<file path="src/tmac_pkg.sv">
package tmac_pkg;
    // ----------------------------------------
    // Timing
    // ----------------------------------------
    localparam int unsigned TMAC_CLK_PERIOD_PS = 5000;
    // Settle time for sensor supply before sampling, in microseconds
    localparam int unsigned TMAC_SETTLE_US = 200000;
    localparam int unsigned TMAC_SETTLE_CYC = (TMAC_SETTLE_US * 1000) / (TMAC_CLK_PERIOD_PS / 1000);
    // Half period of tone and blink toggling, in microseconds
    localparam int unsigned TMAC_TOGGLE_US = 100000;
    localparam int unsigned TMAC_TOGGLE_CYC = (TMAC_TOGGLE_US * 1000) / (TMAC_CLK_PERIOD_PS / 1000);
    // Debounce stable time, in microseconds
    localparam int unsigned TMAC_DEBOUNCE_US = 10000;
    localparam int unsigned TMAC_DEBOUNCE_CYC = (TMAC_DEBOUNCE_US * 1000) / (TMAC_CLK_PERIOD_PS / 1000);
    // Cycles for the input synchronisers to fill after reset or restart
    localparam int unsigned TMAC_SYNC_CYC = 2;
    localparam int unsigned TMAC_CNT_W = 27;
    // ----------------------------------------
    // States
    // ----------------------------------------
    typedef enum logic [4:0] {
        TMAC_ST_START  = 5'b0_0001,
        TMAC_ST_SETTLE = 5'b0_0010,
        TMAC_ST_WATCH  = 5'b0_0100,
        TMAC_ST_BLINK  = 5'b0_1000,
        TMAC_ST_DONE   = 5'b1_0000
    } tmac_state_t;
endpackage : tmac_pkg

</file>
<file path="src/tmac_debounce.sv">
`timescale 1ns/1ps
module tmac_debounce
    import tmac_pkg::*;
#(
    parameter int unsigned STABLE_CYC = 16
) (
    input wire logic clk_i,
    input wire logic rst_n_i,
    input wire logic raw_i,
    output logic level_o
);
    typedef struct packed {
        logic s1;
        logic s2;
        logic lvl;
        logic [TMAC_CNT_W-1:0] cnt;
    } tmac_deb_t;
    tmac_deb_t st_q;
    tmac_deb_t st_d;
    // ----------------------------------------
    // Synchroniser and debounce
    // ----------------------------------------
    always_comb begin
        st_d = st_q;
        st_d.s1 = raw_i;
        st_d.s2 = st_q.s1;
        if (st_q.s2 == st_q.lvl) begin
            st_d.cnt = '0;
        end else if (st_q.cnt == TMAC_CNT_W'(STABLE_CYC - 1)) begin
            st_d.cnt = '0;
            st_d.lvl = st_q.s2;
        end else begin
            st_d.cnt = st_q.cnt + 1'b1;
        end
    end
    always_ff @(posedge clk_i or negedge rst_n_i) begin
        if (!rst_n_i) begin
            st_q <= '0;
        end else begin
            st_q <= st_d;
        end
    end
    assign level_o = st_q.lvl;
endmodule : tmac_debounce

</file>
<file path="src/tmac_ctrl.sv">
`timescale 1ns/1ps
module tmac_ctrl
    import tmac_pkg::*;
#(
    parameter int unsigned SETTLE_CYC = TMAC_SETTLE_CYC,
    parameter int unsigned TOGGLE_CYC = TMAC_TOGGLE_CYC,
    parameter int unsigned DEBOUNCE_CYC = TMAC_DEBOUNCE_CYC
) (
    input wire logic clk_i,
    input wire logic rst_n_i,
    input wire logic restart_switch_i,
    input wire logic mode_jumper_i,
    input wire logic impact_i,
    input wire logic mute_button_i,
    output logic buzzer_o,
    output logic indicator_o,
    output logic sensor_power_o,
    output logic alert_active_o
);
    typedef struct packed {
        tmac_state_t state;
        logic jmp_s1;
        logic jmp_s2;
        logic imp_s1;
        logic imp_s2;
        logic rst_s1;
        logic rst_s2;
        logic rst_prev;
        logic [TMAC_CNT_W-1:0] wait_cnt;
        logic [TMAC_CNT_W-1:0] tog_cnt;
        logic tone;
        logic blink;
        logic power;
        logic active;
    } tmac_ctrl_t;
    tmac_ctrl_t st_q;
    tmac_ctrl_t st_d;
    logic mute_lvl;
    logic tick;
    logic restart;
    logic sync_ready;
    // ----------------------------------------
    // Mute button debounce
    // ----------------------------------------
    // Button debounce
    tmac_debounce #(
        .STABLE_CYC(DEBOUNCE_CYC)
    ) u_mute_deb (
        .clk_i(clk_i),
        .rst_n_i(rst_n_i),
        .raw_i(mute_button_i),
        .level_o(mute_lvl)
    );
    assign tick = (st_q.tog_cnt == TMAC_CNT_W'(TOGGLE_CYC - 1));
    assign restart = st_q.rst_s2 && !st_q.rst_prev;
    // Synchronisers are held clear in reset, so the jumper is valid only after they fill
    assign sync_ready = (st_q.wait_cnt == TMAC_CNT_W'(TMAC_SYNC_CYC));
    // ----------------------------------------
    // Sequence control
    // ----------------------------------------
    always_comb begin
        st_d = st_q;
        st_d.jmp_s1 = mode_jumper_i;
        st_d.jmp_s2 = st_q.jmp_s1;
        st_d.imp_s1 = impact_i;
        st_d.imp_s2 = st_q.imp_s1;
        st_d.rst_s1 = restart_switch_i;
        st_d.rst_s2 = st_q.rst_s1;
        st_d.rst_prev = st_q.rst_s2;
        st_d.tog_cnt = tick ? '0 : st_q.tog_cnt + 1'b1;
        case (st_q.state)
            TMAC_ST_START: begin
                st_d.wait_cnt = '0;
                if (!sync_ready) begin
                    st_d.wait_cnt = st_q.wait_cnt + 1'b1;
                end else if (st_q.jmp_s2) begin
                    st_d.tone = 1'b1;
                    st_d.power = 1'b1;
                    st_d.state = TMAC_ST_SETTLE;
                end else begin
                    st_d.blink = 1'b1;
                    st_d.state = TMAC_ST_BLINK;
                end
            end
            TMAC_ST_SETTLE: begin
                if (tick) begin
                    st_d.tone = !st_q.tone;
                end
                st_d.wait_cnt = st_q.wait_cnt + 1'b1;
                if (st_q.wait_cnt == TMAC_CNT_W'(SETTLE_CYC - 1)) begin
                    st_d.state = TMAC_ST_WATCH;
                end
            end
            TMAC_ST_WATCH: begin
                if (st_q.imp_s2) begin
                    st_d.tone = 1'b0;
                    st_d.power = 1'b0;
                    st_d.state = TMAC_ST_DONE;
                end else if (tick) begin
                    st_d.tone = !st_q.tone;
                end
            end
            TMAC_ST_BLINK: begin
                st_d.power = 1'b0;
                if (mute_lvl) begin
                    st_d.blink = 1'b0;
                    st_d.state = TMAC_ST_DONE;
                end else if (tick) begin
                    st_d.blink = !st_q.blink;
                end
            end
            TMAC_ST_DONE: begin
                st_d.tone = 1'b0;
                st_d.blink = 1'b0;
                st_d.power = 1'b0;
            end
            default: begin
                st_d.state = TMAC_ST_START;
            end
        endcase
        if (restart) begin
            st_d.state = TMAC_ST_START;
            st_d.tone = 1'b0;
            st_d.blink = 1'b0;
            st_d.power = 1'b0;
            st_d.tog_cnt = '0;
            st_d.wait_cnt = '0;
        end
        // Alert status flag follows the next state
        st_d.active = (st_d.state != TMAC_ST_DONE);
    end

    always_ff @(posedge clk_i or negedge rst_n_i) begin
        if (!rst_n_i) begin
            st_q <= '{state: TMAC_ST_START, active: 1'b1, default: '0};
        end else begin
            st_q <= st_d;
        end
    end
    assign buzzer_o = st_q.tone;
    assign indicator_o = st_q.blink;
    assign sensor_power_o = st_q.power;
    assign alert_active_o = st_q.active;
endmodule : tmac_ctrl

</file>
<file path="config.mk">
export PLATFORM = sky130hd
export DESIGN_NAME = tmac_ctrl
export DESIGN_NICKNAME = d
export VERILOG_FILES = /design/src/tmac_pkg.sv /design/src/tmac_debounce.sv /design/src/tmac_ctrl.sv
export SDC_FILE = /design/constraint.sdc
export NUM_CORES = 1
export LEC_CHECK = 0
export ABC_AREA = 1
export ABC_CLOCK_PERIOD_IN_PS = 1600
export BUFFER_PORTS_ARGS = -buffer_cell sky130_fd_sc_hd__buf_2
export CAP_MARGIN = 20
export CORE_MARGIN = 8
export CORE_UTILIZATION = 45
export CTS_BUF_LIST = sky130_fd_sc_hd__clkbuf_2 sky130_fd_sc_hd__clkbuf_4 sky130_fd_sc_hd__clkbuf_8
export CTS_CLUSTER_DIAMETER = 30
export CTS_CLUSTER_SIZE = 20
export DETAILED_ROUTE_END_ITERATION = 8
export GPL_TIMING_DRIVEN = 0
export PLACE_DENSITY_LB_ADDON = 0.08
export SLEW_MARGIN = 20
export SYNTH_ARGS = -nofsm -noshare
export SYNTH_HDL_FRONTEND = slang
export SYNTH_SLANG_ARGS = --single-unit
</file>
<file path="constraint.sdc">
create_clock -name clk_i -period 1.6 [get_ports clk_i]
set_input_delay 0.16 -clock clk_i [delete_from_list [all_inputs] [get_ports clk_i]]
set_output_delay 0.16 -clock clk_i [all_outputs]
set_load 0.02 [all_outputs]
</file>
==> metrics.md <==
| Metric | Value |
|---|---|
| Critical Path Fanout Max | `4` |
| Reg-to-Reg End | `st_q[49]` |
| Violated checks | `negative setup slack` |
| Per-cell routed wire length | `15.0 um` |
| DR vias | `5738` |
| Final min period | `1.69 ns` |
| Final Cell Area | `7460 um^2` |
| Pwr Density | `933 nW/um^2` |
| Die area | `17200 um^2` |
| Total track usage | `19.6%` |
| Post-synthesis compound-gate area fraction | `4.02%` |
| Crit share post-route | `105%` |
| GR met3 Demand/Resource | `4.59%` |
| Clock Path Buffers | `2` |
| Die height | `131 um` |
| Worst R2R Start | `st_q[32]` |
| DRT antenna net count | `0` |
| Via density | `5.22` |
| Top-count cell post-synth | `nand2_1` |
| Worst setup startpoint | `st_q[32]` |
| Final setup vio count | `16` |
| Clk_lat worst skew | `0.40 ns` |
| Post-Synthesis Cells | `842` |
| Post-synth top cells | `nand2_1, nor2_1, dfrtp_1, inv_1, nand3_1` |
| PortBufs | `9` |
| TritonCTS Buffers | `9` |
| Routability congestion estimate | `0.943` |
| Placed cell area | `6250 um^2` |
| Worst Skew | `0.0158 ns` |
| DPL Wire Length | `11300 um` |
| R2r worst-path depth | `10` |
| Avg Cell Area, Syn | `7.07 um^2` |
| XOR/XNOR Fraction of Synth Area | `5.30%` |
| Clk sinks | `100` |
| Synth area leader | `dfrtp_1` |
| Sw Ratio | `37.1%` |
| Post-synth EDFFs | `0` |
| Adder-Cell Fraction of Synth Area | `0.841%` |
| FF+latch count, synth | `100` |
| Crit path kind | `register to register` |
| Top cell type's share of synthesized area | `41.2%` |
| Syn. warnings | `0` |
| First-pass GRT wire length | `26500 um` |
| Final WL | `16500 um` |
| Synth Flop Type | `dfrtp_1` |
| Layer with the highest usage | `met2` |
| Max Clk Rate | `0.593 GHz` |
| Initial Util | `45.5%` |
| Initial antenna violation count | `0` |
| Synth async-reset ratio | `100%` |
| Pin count of the biggest net entering global routing | `62` |
| Psw | `0.00258 W` |
| Max cap viols | `0` |
| Hold Fails Final Rpt | `0` |
| Post-synthesis simple-gate area fraction | `40.2%` |
| Top cells by area, synth | `dfrtp_1, nand2_1, nor2_1, inv_1, nand3_1` |
| TritonCTS clock tree | `yes` |
| Post-route DRC violation count | `0` |
| Arrival time worst endpoint | `1.97 ns` |
| Row count | `42` |
| Iteration-0 DRC Markers | `539` |
| Part of the power in combinational logic | `34.9%` |
| Worst EP required | `1.88 ns` |
| Antenna cells | `0` |
| HP Class | `input pin to asynchronous set/reset pin` |
| Main combinational cell family by area after synthesis | `simple AND/OR/NAND/NOR gates` |
| Worst slew margin relative to its limit | `70.1%` |
| Internal power | `0.00438 W` |
| Run status | `finished, violations left` |
| Critical Path Sink Type | `register` |
| Clock share of power | `24.0%` |
| Core area | `13100 um^2` |
| RSZ-0062 raised after global routing | `true` |
| Filler cells | `1202` |
| Worst reg-to-reg setup slack | `-0.09 ns` |
| Mapped Nets | `852` |
| Worst setup margin | `-0.0857 ns` |
| Die width | `131 um` |
| H-tree depth | `3` |
| First drt pass iteration count | `6` |
| Clock slew at reported path FFs | `0.12 ns` |
| Layout area overhead | `25.4%` |
| Number of global-route vias before repair | `5415` |
| Sum Neg Setup Slack | `-0.868 ns` |
| Root Driver | `clkbuf_8` |
| Total global routing overflow | `0` |
| Layout Nets | `929` |
| Peak supply drop | `0.000777 V` |
| Startpoint types | `register` |
| Fraction of layout cells with a size suffix above 1 | `22.6%` |
| Worst slew pin tran | `0.444 ns` |
| Met1 GRT Util | `26.3%` |
| Distinct cells, synth | `38` |
| Post-synthesis mux area share | `0%` |
| GRT met2 Usage | `31.4%` |
| Top-level port count | `10` |
| Leakage | `3.32 nW` |
| Post-Syn Area | `5950 um^2` |
| Flop pwr share | `41.1%` |
| Seq/Total Area, Yosys | `42.1%` |
| Max Slew Vio Count | `0` |
==> critical path: stages (launching register included) <==
cell	delay [ns]
dfrtp_1	0.42
buf_4	0.14
ha_4	0.14
nand2_2	0.07
nor2_4	0.14
nand2_4	0.10
nor2_4	0.12
nand3_1	0.07
nor2_1	0.13
xor2_1	0.17
nor2_1	0.06
==> logic make-up (layout without fill, tap and decap cells) <==
| family | after synthesis | after routing |
|---|---|---|
| buf+inv | 113 | 195 |
| compound gates | 44 | 44 |
| xor+xnor | 36 | 36 |
| simple gates | 545 | 545 |
| fa+ha+maj | 4 | 4 |
| flops | 100 | 100 |
==> flip-flops by register name, indices dropped and copies added, names as in the netlist <==
| name | count |
|---|---|
| st_q | 62 |
| alert_active_o | 1 |
| st_d | 4 |
| u_mute_deb.level_o | 1 |
| u_mute_deb.st_q | 28 |
| sensor_power_o | 1 |
| buzzer_o | 1 |
| u_mute_deb.st_d | 1 |
| indicator_o | 1 |
==> placed cells by master (no fill, tap or decap), types with 9 or more instances in the layout <==
master      n
nor2_1    144
xor2_1     25
buf_2      10
nand3_1    51
a21oi_1    10
nand2_2    18
buf_4      45
dfrtp_1    91
nand3_2    12
nand2_1   195
nor3_1     28
inv_2      10
o21ai_1    11
nand4_1    27
inv_1      89
clkbuf_8    9
nor2_2     18
nor2_4     12
==> power groups by stage <==
stage / sequential (W) / combinational [W] / clock [W]
finish: 0.00286 / 0.00243 / 0.00167
global route: 0.00288 / 0.00263 / 0.00181
CTS: 0.00283 / 0.00177 / 0.00174
detailed placement: 0.00289 / 0.00144 / 0
global placement: 0.00289 / 0.00141 / 0
floorplan: 0.00291 / 0.000958 / 0
==> metal layers <==
layer	routed length, um	up-vias	share of wire (%)
met3	940	20	5.7
met5	0	-	0
met2	7700	153	47
met1	7620	2720	46
li1	-	2845	-
met4	203	0	1.2
==> how the worst max path moves through the flow <==
stage	to	slack (ns)	cells past startpoint
floorplan	st_q[49]	0.03	9
global placement	st_q[67]	-0.73	1
detailed placement	st_q[67]	-0.39	9
CTS	st_q[49]	-0.07	11
global route	st_q[68]	-0.19	12
finish	st_q[49]	-0.09	10
==> what timing repair did <==
item                       4_1_cts  5_1_grt
buffers inserted                22       26
pin swaps                       19       36
hold buffers                     5        0
gates cloned                     0        3
hold endpoints to repair        43        0
gates resized for setup         52      110
setup endpoints to repair       83       75
==> area by class of cell <==
class | count | area (um^2) | share of cell area (%)
Sequential cell | 100 | 2510 | 33.7
Buffer | 11 | 103 | 1.38
Clock buffer | 9 | 124 | 1.66
Inverter | 102 | 395 | 5.30
Tap cell | 176 | 220 | 2.95
Clock inverter | 7 | 76.3 | 1.02
Timing Repair Buffer | 65 | 551 | 7.38
Timing Repair inverter | 1 | 8.76 | 0.117
Multi-Input combinational cell | 629 | 3470 | 46.5
==> through the flow <==
step           util [%]  worst slack, ns  power (W)  instances  hold slack (ns)
2_1_floorplan         -           0.0305    0.00387        842           -0.136
3_3_place_gp       47.5           -0.728    0.00430       1027            0.268
3_5_place_dp       47.8           -0.390    0.00433       1028            0.102
4_1_cts            52.2          -0.0713    0.00634       1071            0.235
5_1_grt            57.0           -0.187    0.00733       1100            0.274
6_report           57.0          -0.0857    0.00696       1100            0.247
Note: power is estimated with default switching activity, not from simulation.
